--- src/logic/acfp_defs.svh ---
// register offsets, field positions, reset values and timing counts
`ifndef ACFP_DEFS_SVH
`define ACFP_DEFS_SVH
`define ACFP_IDX_PWR2      6'h02
`define ACFP_IDX_CTRL      6'h0e
`define ACFP_IDX_VOL       6'h0f
`define ACFP_IDX_NA0H      6'h1b
`define ACFP_IDX_NA0L      6'h1c
`define ACFP_IDX_NA1H      6'h1d
`define ACFP_IDX_NA1L      6'h1e
`define ACFP_IDX_RATE      6'h07
`define ACFP_BIT_ON        0
`define ACFP_BIT_INV       0
`define ACFP_BIT_OSR       3
`define ACFP_BIT_HPAPP     7
`define ACFP_BIT_HPON      8
`define ACFP_BIT_NFON      7
`define ACFP_BIT_COMMIT    8
`define ACFP_RST_PWR2      9'h000
`define ACFP_RST_CTRL      9'h100
`define ACFP_RST_VOL       9'h0ff
`define ACFP_RST_NOTCH     9'h000
`define ACFP_RST_RATE      9'h000
`define ACFP_OSR_LO        8'h40
`define ACFP_OSR_HI        8'h80
`define ACFP_AUDIO_SHIFT   13
`endif

--- src/logic/acfp_pkg.sv ---
// types for the capture filter path
package acfp_pkg;
  typedef struct packed {
    logic        valid;
    logic [23:0] data;
  } acfp_sample_t;
  typedef enum logic [1:0] {
    ACFP_IDLE = 2'b00,
    ACFP_HPF  = 2'b01,
    ACFP_NTCH = 2'b10,
    ACFP_OUT  = 2'b11
  } acfp_state_t;
endpackage

--- src/logic/acfp_capture_path.sv ---
// capture-side decimation, high-pass, notch and volume path with apb registers
// Functional notes
// path runs only while converter_on is one; reset leaves it off.
// output_invert set negates every output sample.
// oversample_select picks 64x or 128x; decimation ratio follows.
// decimation accumulates modulator words with 24-bit precision per output sample.
// highpass_on bypasses filter when zero; enabled after reset.
// audio mode is first-order high-pass with very low cut-off.
// application mode is second-order high-pass, cut-off by highpass_cutoff_sel.
// application cut-off scales with sample rate; software sets sample_rate_sel.
// two 14-bit notch coefficients, each split high seven and low seven.
// notch applied only while notch_on set; off after reset.
// active coefficients change only on a write with notch_commit high.
// software sets notch_commit only on the last coefficient write.
// software encodes coefficients negated, scaled by 2^13 and 2^12.
// gain 0.5*(x-255) dB for codes 1..255, code 0 mutes.
// attenuation -127 dB to 0 dB in half-dB steps; resets to 0 dB.
// sample_rate_sel zero means 48 kHz; software matches actual rate.
// committed coefficients load together at a sample boundary.
`timescale 1ns/10ps
`include "acfp_defs.svh"
module acfp_capture_path (
  input  wire logic                 pclk,
  input  wire logic                 presetn,
  input  wire logic                 clk_en,
  input  wire logic                 psel,
  input  wire logic                 penable,
  input  wire logic                 pwrite,
  input  wire logic [7:0]           paddr,
  input  wire logic [31:0]          pwdata,
  output logic      [31:0]          prdata,
  output logic                      pready,
  output logic                      pslverr,
  input  wire logic                 mod_strobe,
  input  wire logic [5:0]           mod_data,
  output acfp_pkg::acfp_sample_t    sample_out,
  output logic                      converter_on
);
  logic [8:0]  pwr2_ff, ctrl_ff, vol_ff, rate_ff;
  logic [8:0]  na0h_ff, na0l_ff, na1h_ff, na1l_ff;
  logic [13:0] act_a0_ff, act_a1_ff;
  logic        commit_pend_ff;
  logic        strobe_s1_ff, strobe_s2_ff, strobe_s3_ff;
  logic [5:0]  data_s1_ff, data_s2_ff;
  logic [7:0]  dec_cnt_ff;
  logic [23:0] acc_ff;
  logic [23:0] dec_ff;
  acfp_pkg::acfp_state_t state_ff;
  logic [23:0] hp_x1_ff, hp_y1_ff, hp_y2_ff, hp_x2_ff;
  logic [23:0] hp_ff, nt_ff;
  logic [23:0] nt_x1_ff, nt_x2_ff, nt_y1_ff, nt_y2_ff;
  acfp_pkg::acfp_sample_t out_ff;
  logic        wr_en, rd_en;
  logic [5:0]  idx;
  logic        mapped;
  logic        commit_wr;
  logic [7:0]  ratio;
  logic        mod_tick;
  logic        last_tick;
  logic [23:0] nxt_acc;
  assign idx       = paddr[7:2];
  assign wr_en     = psel && penable && pwrite && clk_en;
  assign rd_en     = psel && !pwrite;
  assign pready    = 1'b1;
  assign converter_on = pwr2_ff[`ACFP_BIT_ON];
  assign sample_out   = out_ff;
  always_comb
  begin
    mapped = (paddr[1:0] == 2'b00) &&
             (idx == `ACFP_IDX_PWR2 || idx == `ACFP_IDX_CTRL || idx == `ACFP_IDX_VOL ||
              idx == `ACFP_IDX_RATE || idx == `ACFP_IDX_NA0H || idx == `ACFP_IDX_NA0L ||
              idx == `ACFP_IDX_NA1H || idx == `ACFP_IDX_NA1L);
  end
  assign pslverr   = psel && penable && !mapped;
  assign commit_wr = wr_en && mapped && pwdata[`ACFP_BIT_COMMIT] &&
                     (idx == `ACFP_IDX_NA0H || idx == `ACFP_IDX_NA0L ||
                      idx == `ACFP_IDX_NA1H || idx == `ACFP_IDX_NA1L);
  // register writes
  always_ff @(posedge pclk or negedge presetn)
  begin
    if (!presetn)
    begin
      pwr2_ff <= `ACFP_RST_PWR2;
      ctrl_ff <= `ACFP_RST_CTRL;
      vol_ff  <= `ACFP_RST_VOL;
      rate_ff <= `ACFP_RST_RATE;
      na0h_ff <= `ACFP_RST_NOTCH;
      na0l_ff <= `ACFP_RST_NOTCH;
      na1h_ff <= `ACFP_RST_NOTCH;
      na1l_ff <= `ACFP_RST_NOTCH;
    end
    else if (wr_en && mapped)
    begin
      case (idx)
        `ACFP_IDX_PWR2: pwr2_ff <= pwdata[8:0];
        `ACFP_IDX_CTRL: ctrl_ff <= pwdata[8:0];
        `ACFP_IDX_VOL:  vol_ff  <= {1'b0, pwdata[7:0]};
        `ACFP_IDX_RATE: rate_ff <= {6'h00, pwdata[2:0]};
        `ACFP_IDX_NA0H: na0h_ff <= {1'b0, pwdata[7:0]};
        `ACFP_IDX_NA0L: na0l_ff <= {2'b00, pwdata[6:0]};
        `ACFP_IDX_NA1H: na1h_ff <= {2'b00, pwdata[6:0]};
        `ACFP_IDX_NA1L: na1l_ff <= {2'b00, pwdata[6:0]};
        default:        pwr2_ff <= pwr2_ff;
      endcase
    end
  end
  // read mux
  always_ff @(posedge pclk or negedge presetn)
  begin
    if (!presetn)
      prdata <= 32'h0000_0000;
    else if (clk_en && rd_en && !penable)
    begin
      case (idx)
        `ACFP_IDX_PWR2: prdata <= {23'h00_0000, pwr2_ff};
        `ACFP_IDX_CTRL: prdata <= {23'h00_0000, ctrl_ff};
        `ACFP_IDX_VOL:  prdata <= {23'h00_0000, vol_ff};
        `ACFP_IDX_RATE: prdata <= {23'h00_0000, rate_ff};
        `ACFP_IDX_NA0H: prdata <= {23'h00_0000, na0h_ff};
        `ACFP_IDX_NA0L: prdata <= {23'h00_0000, na0l_ff};
        `ACFP_IDX_NA1H: prdata <= {23'h00_0000, na1h_ff};
        `ACFP_IDX_NA1L: prdata <= {23'h00_0000, na1l_ff};
        default:        prdata <= 32'h0000_0000;
      endcase
    end
  end
  // staged coefficients move to active set at a sample boundary
  always_ff @(posedge pclk or negedge presetn)
  begin
    if (!presetn)
    begin
      commit_pend_ff <= 1'b0;
      act_a0_ff      <= 14'h0000;
      act_a1_ff      <= 14'h0000;
    end
    else if (clk_en)
    begin
      if (state_ff == acfp_pkg::ACFP_IDLE && commit_pend_ff)
      begin
        act_a0_ff      <= {na0h_ff[6:0], na0l_ff[6:0]};
        act_a1_ff      <= {na1h_ff[6:0], na1l_ff[6:0]};
        commit_pend_ff <= commit_wr;
      end
      else if (commit_wr)
        commit_pend_ff <= 1'b1;
    end
  end
  // modulator input synchroniser
  always_ff @(posedge pclk or negedge presetn)
  begin
    if (!presetn)
    begin
      strobe_s1_ff <= 1'b0;
      strobe_s2_ff <= 1'b0;
      strobe_s3_ff <= 1'b0;
      data_s1_ff   <= 6'h00;
      data_s2_ff   <= 6'h00;
    end
    else if (clk_en)
    begin
      strobe_s1_ff <= mod_strobe;
      strobe_s2_ff <= strobe_s1_ff;
      strobe_s3_ff <= strobe_s2_ff;
      data_s1_ff   <= mod_data;
      data_s2_ff   <= data_s1_ff;
    end
  end
  assign mod_tick  = strobe_s2_ff && !strobe_s3_ff && converter_on;
  assign ratio     = ctrl_ff[`ACFP_BIT_OSR] ? `ACFP_OSR_HI : `ACFP_OSR_LO;
  assign last_tick = mod_tick && (dec_cnt_ff == ratio - 8'h01);
  assign nxt_acc   = acc_ff + {{18{data_s2_ff[5]}}, data_s2_ff};
  // decimating accumulator
  always_ff @(posedge pclk or negedge presetn)
  begin
    if (!presetn)
    begin
      dec_cnt_ff <= 8'h00;
      acc_ff     <= 24'h00_0000;
      dec_ff     <= 24'h00_0000;
    end
    else if (clk_en)
    begin
      if (!converter_on)
      begin
        dec_cnt_ff <= 8'h00;
        acc_ff     <= 24'h00_0000;
      end
      else if (last_tick)
      begin
        dec_cnt_ff <= 8'h00;
        acc_ff     <= 24'h00_0000;
        dec_ff     <= ctrl_ff[`ACFP_BIT_OSR] ? {nxt_acc[22:0], 1'b0} :
                      {nxt_acc[21:0], 2'b00};
      end
      else if (mod_tick)
      begin
        dec_cnt_ff <= dec_cnt_ff + 8'h01;
        acc_ff     <= nxt_acc;
      end
    end
  end
  // sequencer
  always_ff @(posedge pclk or negedge presetn)
  begin
    if (!presetn)
      state_ff <= acfp_pkg::ACFP_IDLE;
    else if (clk_en)
    begin
      case (state_ff)
        acfp_pkg::ACFP_IDLE: if (last_tick) state_ff <= acfp_pkg::ACFP_HPF;
        acfp_pkg::ACFP_HPF:  state_ff <= acfp_pkg::ACFP_NTCH;
        acfp_pkg::ACFP_NTCH: state_ff <= acfp_pkg::ACFP_OUT;
        acfp_pkg::ACFP_OUT:  state_ff <= acfp_pkg::ACFP_IDLE;
        default:             state_ff <= acfp_pkg::ACFP_IDLE;
      endcase
    end
  end
  // high-pass: first order leaky in audio mode, second order in application mode
  logic [23:0] hp1, hp2a, hp2b;
  logic [3:0]  app_shift;
  assign app_shift = 4'd7 - {1'b0, ctrl_ff[6:4]};
  assign hp1  = dec_ff - hp_x1_ff + hp_y1_ff -
                24'($signed(hp_y1_ff) >>> `ACFP_AUDIO_SHIFT);
  assign hp2a = dec_ff - hp_x1_ff + hp_y1_ff - 24'($signed(hp_y1_ff) >>> app_shift);
  assign hp2b = hp2a - hp_x2_ff + hp_y2_ff - 24'($signed(hp_y2_ff) >>> app_shift);
  always_ff @(posedge pclk or negedge presetn)
  begin
    if (!presetn)
    begin
      hp_x1_ff <= 24'h00_0000;
      hp_y1_ff <= 24'h00_0000;
      hp_x2_ff <= 24'h00_0000;
      hp_y2_ff <= 24'h00_0000;
      hp_ff    <= 24'h00_0000;
    end
    else if (clk_en && state_ff == acfp_pkg::ACFP_HPF)
    begin
      hp_x1_ff <= dec_ff;
      if (!ctrl_ff[`ACFP_BIT_HPON])
        hp_ff <= dec_ff;
      else if (!ctrl_ff[`ACFP_BIT_HPAPP])
      begin
        hp_y1_ff <= hp1;
        hp_ff    <= hp1;
      end
      else
      begin
        hp_y1_ff <= hp2a;
        hp_x2_ff <= hp2a;
        hp_y2_ff <= hp2b;
        hp_ff    <= hp2b;
      end
    end
  end
  // notch: allpass-based, y = (x + ap)/2 with coefficients from active set
  logic signed [37:0] ap_sum;
  logic        [23:0] ap_out;
  assign ap_sum = ($signed({{14{nt_x2_ff[23]}}, nt_x2_ff}) <<< 13)
                + (($signed(act_a1_ff) * $signed(nt_y1_ff - nt_x1_ff)) <<< 1)
                + $signed(act_a0_ff) * $signed(nt_y2_ff - hp_ff);
  assign ap_out = ap_sum[36:13];
  always_ff @(posedge pclk or negedge presetn)
  begin
    if (!presetn)
    begin
      nt_x1_ff <= 24'h00_0000;
      nt_x2_ff <= 24'h00_0000;
      nt_y1_ff <= 24'h00_0000;
      nt_y2_ff <= 24'h00_0000;
      nt_ff    <= 24'h00_0000;
    end
    else if (clk_en && state_ff == acfp_pkg::ACFP_NTCH)
    begin
      nt_x1_ff <= hp_ff;
      nt_x2_ff <= nt_x1_ff;
      nt_y1_ff <= ap_out;
      nt_y2_ff <= nt_y1_ff;
      if (na0h_ff[`ACFP_BIT_NFON])
        nt_ff <= 24'(($signed({hp_ff[23], hp_ff}) +
                      $signed({ap_out[23], ap_out})) >>> 1);
      else
        nt_ff <= hp_ff;
    end
  end
  // volume: half-dB steps via 6 dB shifts and a sixteenth-step mantissa table
  logic [7:0]  atten;
  logic [28:0] scaled;
  logic [23:0] vol_out;
  assign atten = 8'hff - vol_ff[7:0];
  logic [7:0] atten_div;
  logic [3:0] atten_rem;
  assign atten_div = atten / 8'd12;
  assign atten_rem = 4'(atten % 8'd12);
  logic [4:0] mant_r;
  always_comb
  begin
    case (atten_rem)
      4'd0:    mant_r = 5'd16;
      4'd1:    mant_r = 5'd15;
      4'd2:    mant_r = 5'd15;
      4'd3:    mant_r = 5'd14;
      4'd4:    mant_r = 5'd13;
      4'd5:    mant_r = 5'd13;
      4'd6:    mant_r = 5'd11;
      4'd7:    mant_r = 5'd11;
      4'd8:    mant_r = 5'd10;
      4'd9:    mant_r = 5'd10;
      4'd10:   mant_r = 5'd9;
      default: mant_r = 5'd9;
    endcase
  end
  assign scaled  = 29'($signed({{5{nt_ff[23]}}, nt_ff}) * $signed({1'b0, mant_r}));
  assign vol_out = (atten_div > 8'd23) ? 24'h00_0000 :
                   24'($signed(scaled) >>> (5'd4 + atten_div[4:0]));
  // output stage
  always_ff @(posedge pclk or negedge presetn)
  begin
    if (!presetn)
      out_ff <= '0;
    else if (clk_en)
    begin
      out_ff.valid <= (state_ff == acfp_pkg::ACFP_OUT) && converter_on;
      if (state_ff == acfp_pkg::ACFP_OUT && converter_on)
      begin
        if (vol_ff[7:0] == 8'h00)
          out_ff.data <= 24'h00_0000;
        else if (ctrl_ff[`ACFP_BIT_INV])
          out_ff.data <= 24'h00_0000 - vol_out;
        else
          out_ff.data <= vol_out;
      end
    end
  end
  logic unused_ok;
  assign unused_ok = |{rate_ff, na0h_ff[8], pwdata[31:9]};
endmodule

--- config.mk ---
export PLATFORM = sky130hd
export DESIGN_NAME = acfp_capture_path
export DESIGN_NICKNAME = d
export VERILOG_FILES = /design/src/logic/acfp_pkg.sv /design/src/logic/acfp_capture_path.sv
export VERILOG_INCLUDE_DIRS = /design/src /design/src/logic
export SDC_FILE = /design/constraint.sdc
export NUM_CORES = 2
export LEC_CHECK = 0
export BUFFER_PORTS_ARGS = -buffer_cell sky130_fd_sc_hd__buf_2
export CAP_MARGIN = 20
export CORE_ASPECT_RATIO = 0.9
export CORE_MARGIN = 10
export CORE_UTILIZATION = 50
export CTS_CLUSTER_SIZE = 16
export DETAILED_ROUTE_END_ITERATION = 6
export PLACE_DENSITY = 0.71
export SYNTH_ARGS = -nofsm -noshare
export SYNTH_HDL_FRONTEND = slang
export SYNTH_SLANG_ARGS = --single-unit
--- constraint.sdc ---
create_clock -name pclk -period 33.7 [get_ports pclk]
set_input_delay 1.685 -clock pclk [delete_from_list [all_inputs] [get_ports pclk]]
set_output_delay 1.685 -clock pclk [all_outputs]
set_load 0.05 [all_outputs]
# After elaboration in Yosys (flattened, before gate mapping)
# Memories as Yosys holds them, arrays and structs flattened.
# Index checks and enable logic that the tools add are counted.
[op_classes] eq_ne=14 div=2 shifts=3 mul=3 n_addsub=19 n_mux=20 n_reduce_logical=52 magnitude_cmp=1
[ops] op="$mux 24" n=11
[ops] op="$sub 24x24->24" n=7
[ops] op="$add 37x37->37" n=2
[ops] op="$add 24x24->24" n=3
[ops] op="$pmux 9 s8" n=1
[ops] op="$sshr 24x4->24" n=2
[ops] op="$mul 14x24->37" n=1
[ops] op="$mul 14x24->36" n=1
[ops] op="$mux 8" n=4
[ops] op="$mul 24x6->29" n=1
[ops] op="$sshr 29x5->24" n=1
[ops] op="$reduce_and 2->1" n=14
[ops] op="$add 24x24->25" n=1
[ops] op="$eq 6x5->1 const B" n=4
[ops] op="$sub 1x24->24 const A" n=1
[ops] op="$logic_and 1x1->1" n=18
[ops] op="$eq 6x4->1 const B" n=2
[ops] op="$logic_or 1x1->1" n=10
[ops] op="$add 8x1->8 const B" n=1
[ops] op="$div 8x4->8 const B" n=1
[ops] op="$eq 8x8->1" n=1
[ops] op="$gt 8x5->1 const B" n=1
[ops] op="$logic_not 8->1" n=1
[ops] op="$mod 8x4->8 const B" n=1
[ops] op="17 further kinds" n=24
[word_totals] rom_bits=80 elab_cells=148 register_bits=457 n_memories=1 out_inout_bits=60 input_bits=53
[memory_table] name="(name not given)" depth=16 word_bits=5 rd=1 rd_clocked_by_memory_dff=0 write_ports=0 line_no="acfp_capture_path.sv:297" rtl="case (atten_rem)"

# Depth between registers and ports, before layout
[depth] depth_word=14 mapped_depth=61 ltp_nobuf=61

# Worst setup path before layout
# Ideal clock, no wire load.
[synth_timing] kind="register to register" startpoint="reg nt_y1_ff[0]" endpoint="reg nt_ff[23]" t_arrival_ns=12.788 slack_ns=20.829 n_path_buf=1 stages_incl_launch_ff=58 setup_ns=0.083 required_ns=33.617 path_cell_list="dfrtp_1 inv_1 ha_1 inv_1 fa_1 a21oi_1 o21ai_0 o21a_1 nor2_1 xnor2_1 clkbuf_1 nand2_1 fa_1 inv_1 fa_1 inv_1 fa_1 inv_1 [... 22 more ...] o21a_1 or3_1 and3_1 fa_1 a21o_1 a21oi_1 o21bai_1 a21oi_1 o21bai_1 a21oi_1 o21bai_1 a21oi_1 o21ai_0 a211oi_1 o31ai_1 a2111oi_0 a221oi_1 o21ai_0"
[synth_via] elab_chain_len=6
[synth_rtl] element="from (decl)" line_no="acfp_capture_path.sv:51" rtl="logic [23:0] nt_x1_ff, nt_x2_ff, nt_y1_ff, nt_y2_ff;"
[synth_rtl] element="from (signal assigned)" line_no="acfp_capture_path.sv:276" rtl="nt_y1_ff <= ap_out;"
[synth_rtl] element="$sub 24x24->24" line_no="acfp_capture_path.sv:259" rtl="+ (($signed(act_a1_ff) * $signed(nt_y1_ff - nt_x1_ff)) <<< 1)"
[synth_rtl] element="$mul 14x24->36" line_no="acfp_capture_path.sv:259"
[synth_rtl] element="$add 37x37->37" line_no="acfp_capture_path.sv:259"
[synth_rtl] element="$add 37x37->37" line_no="acfp_capture_path.sv:260" rtl="+ $signed(act_a0_ff) * $signed(nt_y2_ff - hp_ff);"
[synth_rtl] element="$add 24x24->25" line_no="acfp_capture_path.sv:279" rtl="nt_ff <= 24'(($signed({hp_ff[23], hp_ff}) +"
[synth_rtl] element="$mux 24" line_no="acfp_capture_path.sv:278" rtl="if (na0h_ff[`ACFP_BIT_NFON])"
[synth_rtl] element="to (signal assigned)" line_no="acfp_capture_path.sv:279"
[synth_rtl] element="to (signal assigned)" line_no="acfp_capture_path.sv:282" rtl="nt_ff <= hp_ff;"
[synth_rtl] element="to (decl)" line_no="acfp_capture_path.sv:50" rtl="logic [23:0] hp_ff, nt_ff;"
# Every way passes these cells.
# A chain may end at the register's enable or synchronous reset.

# Worst setup path after layout
[layout_timing] startpoint="reg nt_y1_ff[0]" endpoint="reg nt_ff[22]"
[layout_via] elab_chain_len=6
[layout_rtl] element="$sub 24x24->24" line_no="acfp_capture_path.sv:259"
[layout_rtl] element="$mul 14x24->36" line_no="acfp_capture_path.sv:259"
[layout_rtl] element="$add 37x37->37" line_no="acfp_capture_path.sv:259"
[layout_rtl] element="$add 37x37->37" line_no="acfp_capture_path.sv:260"
[layout_rtl] element="via ap_sum[21]" line_no="acfp_capture_path.sv:256" rtl="logic signed [37:0] ap_sum;"
[layout_rtl] element="$add 24x24->25" line_no="acfp_capture_path.sv:279"
[layout_rtl] element="$mux 24" line_no="acfp_capture_path.sv:278"
# The timed path passes the listed nets, and every way through them passes these cells.

==> metrics.md <==
| Metric | Value |
|---|---|
| Worst setup SP type | flop |
| Gp weighted congestion | 0.940 |
| Die width | 387 um |
| CTS H-tree lvls | 2 |
| Max-cap violations | 0 |
| Post-synth EDFFs | 0 |
| Io pins | 113 |
| Residual DRC | 0 |
| WL/cell | 18.7 um |
| Vias post-DR | 47159 |
| Crit path max-delay cell type | fa_1 |
| Die area | 0.136 mm2 |
| Max-slew headroom | 22.8% |
| F_max | 66.6 MHz |
| Area Overhead vs Synth | 6.26% |
| # nets final | 8000 |
| Ys Warns | 0 |
| Pre-antenna DRT Iters | 6 |
| Dpl ws | 18920 ps |
| Final Critical Period | 15010 ps |
| RSZ-0062 raised after global routing | no |
| Seq/Total Area, Yosys | 17.8% |
| Total CTS buffers | 50 |
| #FFs+latches synth | 431 |
| Clock root cell | clkbuf_16 |
| CP Max Fanout | 14 |
| Tcrit/Tclk final | 44.5% |
| Worst setup EP type | flop |
| Mapped Cells | 6784 |
| DRT antenna net count | 0 |
| Maximum clock path buffer count | 3 |
| Fraction of layout cells with a size suffix above 1 | 7.54% |
| First-pass GRT wire length | 258 mm |
| Final Non-Filler Cells | 8337 |
| Post-CTS sizing | 0 |
| Initial antenna violation count | 2 |
| Largest net degree at the start of global routing | 179 |
| Placed cell count | 8246 |
| Synthesized area | 0.0606 mm2 |
| Max stage delay on crit path | 530 ps |
| Worst-path clk slew | 60 ps |
| Detail Placement HPWL | 122 mm |
| Status | completed |
| Layout Skew | 29.9 ps |
| Hold-fix buffers, CTS | 0 |
| Kind of critical path | flop to flop |
| Setup violations, final | 0 |
| Core Footprint | 0.121 mm2 |
| Vias in the first global route | 47896 |
| IO buf count | 65 |
| Final Hold Fails | 0 |
| Synth cell types | 96 |
| Clk sinks | 431 |
| Total Routed Length | 156 mm |
| Critical Path RT | 34150 ps |
| Starting Density | 50.2% |
| # diodes | 0 |
| Postcts setup bufs | 0 |
| Arrival time worst endpoint | 15460 ps |
| DIE HEIGHT | 350 um |
| Crit path top cell by count | fa_1 |
| Top FF cell, synth | dfrtp_1 |
| Grt total ovfl | 0 |
| Util after Layout | 53.4% |
| Syn_area_per_cell | 8.93 um2 |
| Pins over their slew limit | 0 |
| Slew at the pin closest to its max-slew limit | 1160 ps |
| Synth async-reset ratio | 100% |
| GRT Util Overall | 23.1% |
| Final Worst Setup Slack | 18690 ps |
| Vias/cell | 5.66 |
| TritonCTS clock tree | built |
| Setup TNS | 0 ps |
| Worst skew pair latency | 630 ps |
| HP Class | flop to flop |
| Row count | 121 |
| Starting DRT DRC Count | 3730 |
[layout by cell type, fill, tap and decap left out, types with 177 or more instances in the layout]
cell type	count
inv_1	1109
xnor2_1	177
a21oi_1	269
nand2_1	807
nor2_1	286
dfrtp_1	419
ha_1	425
and2_1	285
o21ai_0	362
fa_1	822
[per-layer routing]
metal / GRT usage, % / wire (um) / vias up
met5: 0 / 32 / -
met4: 6.88 / 5020 / 4
met3: 3.17 / 8970 / 254
met2: 37.6 / 72600 / 1389
met1: 32.1 / 69400 / 23739
li1: - / - / 21773
[synthesized netlist by cell type (all sizes together) (12+ instances only)]
| master | count | area [um2] |
|---|---|---|
| a222oi | 14 | 140 |
| a211o | 16 | 140 |
| mux4 | 13 | 293 |
| or2 | 27 | 169 |
| buf | 70 | 428 |
| fa | 822 | 16500 |
| or3 | 23 | 149 |
| xor2 | 82 | 718 |
| o21a | 44 | 330 |
| o21ai | 369 | 1850 |
| nor2b | 89 | 557 |
| o41ai | 12 | 113 |
| nand3 | 93 | 465 |
| nor3 | 99 | 495 |
| xnor2 | 190 | 1660 |
| o211ai | 29 | 218 |
| ha | 425 | 5320 |
| o21bai | 27 | 203 |
| a21boi | 15 | 113 |
| a22o | 30 | 263 |
| a21oi | 270 | 1350 |
| and3 | 83 | 519 |
| clkbuf | 246 | 923 |
| a211oi | 48 | 375 |
| mux2 | 159 | 1790 |
| inv | 1109 | 4160 |
| nand2 | 809 | 3040 |
| nand2b | 78 | 488 |
| a21o | 74 | 556 |
| dfrtp | 422 | 10600 |
| nor2 | 287 | 1080 |
| a22oi | 15 | 118 |
| and2 | 285 | 1780 |
| mux2i | 137 | 1370 |
| a31oi | 30 | 188 |
| o31ai | 19 | 143 |
| nand4 | 17 | 106 |
[final timing paths]
path	startpoint	to	slack, ps	cells after the start
max in group asynchronous	presetn	sample_out[9]	30140	3
min in group asynchronous	presetn	nt_x2_ff[20]	1130	1
worst min-delay path	sample_out[9]	sample_out[9]	480	2
worst max-delay path	nt_y1_ff[0]	nt_ff[22]	18690	54
worst max register to register	nt_y1_ff[0]	nt_ff[22]	18690	54
worst min register to register	sample_out[9]	sample_out[9]	480	2
[critical path, delay by kind of cell (launching register included)]
family	cells	cell delay, ps
xor+xnor	4	770
buf+inv	9	760
flops	1	360
fa+ha+maj	17	7520
mux	1	450
simple gates	12	2230
compound gates	11	2730
[stage by stage]
stage	hold WS (ps)	instance area, um2
after floorplan	448	60700
after global placement	461	62500
after detailed placement	469	62600
after CTS	482	64400
after global routing	499	64400
final	478	64400
[cell type report]
cell class                      count  area [um2]
Multi-Input combinational cell   4946       44500
Clock inverter                     28         440
Timing Repair Buffer              158        1070
Sequential cell                   431       10800
Clock buffer                       62        1400
Inverter                         1113        4180
Tap cell                         1599        2000
Fill cell                       10871       56300
[flip-flops by register name, indices dropped and copies added, names as in the netlist, 23 cells and up]
register / count
sample_out: 25
hp_ff: 24
hp_x2_ff: 24
hp_y1_ff: 24
hp_y2_ff: 24
nt_ff: 24
nt_x1_ff: 24
nt_x2_ff: 24
nt_y1_ff: 24
nt_y2_ff: 24
acc_ff: 23
dec_ff: 23
hp_x1_ff: 23
[cell families (layout without fill, tap and decap cells)]
group | count (synthesis) | in the layout | share of synthesized area (%)
compound gates | 1146 | 1146 | 12.1
simple gates | 1947 | 1947 | 15.3
other cells | 2 | 24 | 0.0124
flops | 431 | 431 | 17.8
xor+xnor | 273 | 273 | 3.97
mux | 309 | 309 | 5.70
fa+ha+maj | 1247 | 1247 | 35.9
buf+inv | 1429 | 1361 | 9.12
Power is not shown: default switching activity piles up to over one toggle a cycle in this logic, so the estimate is an artifact.
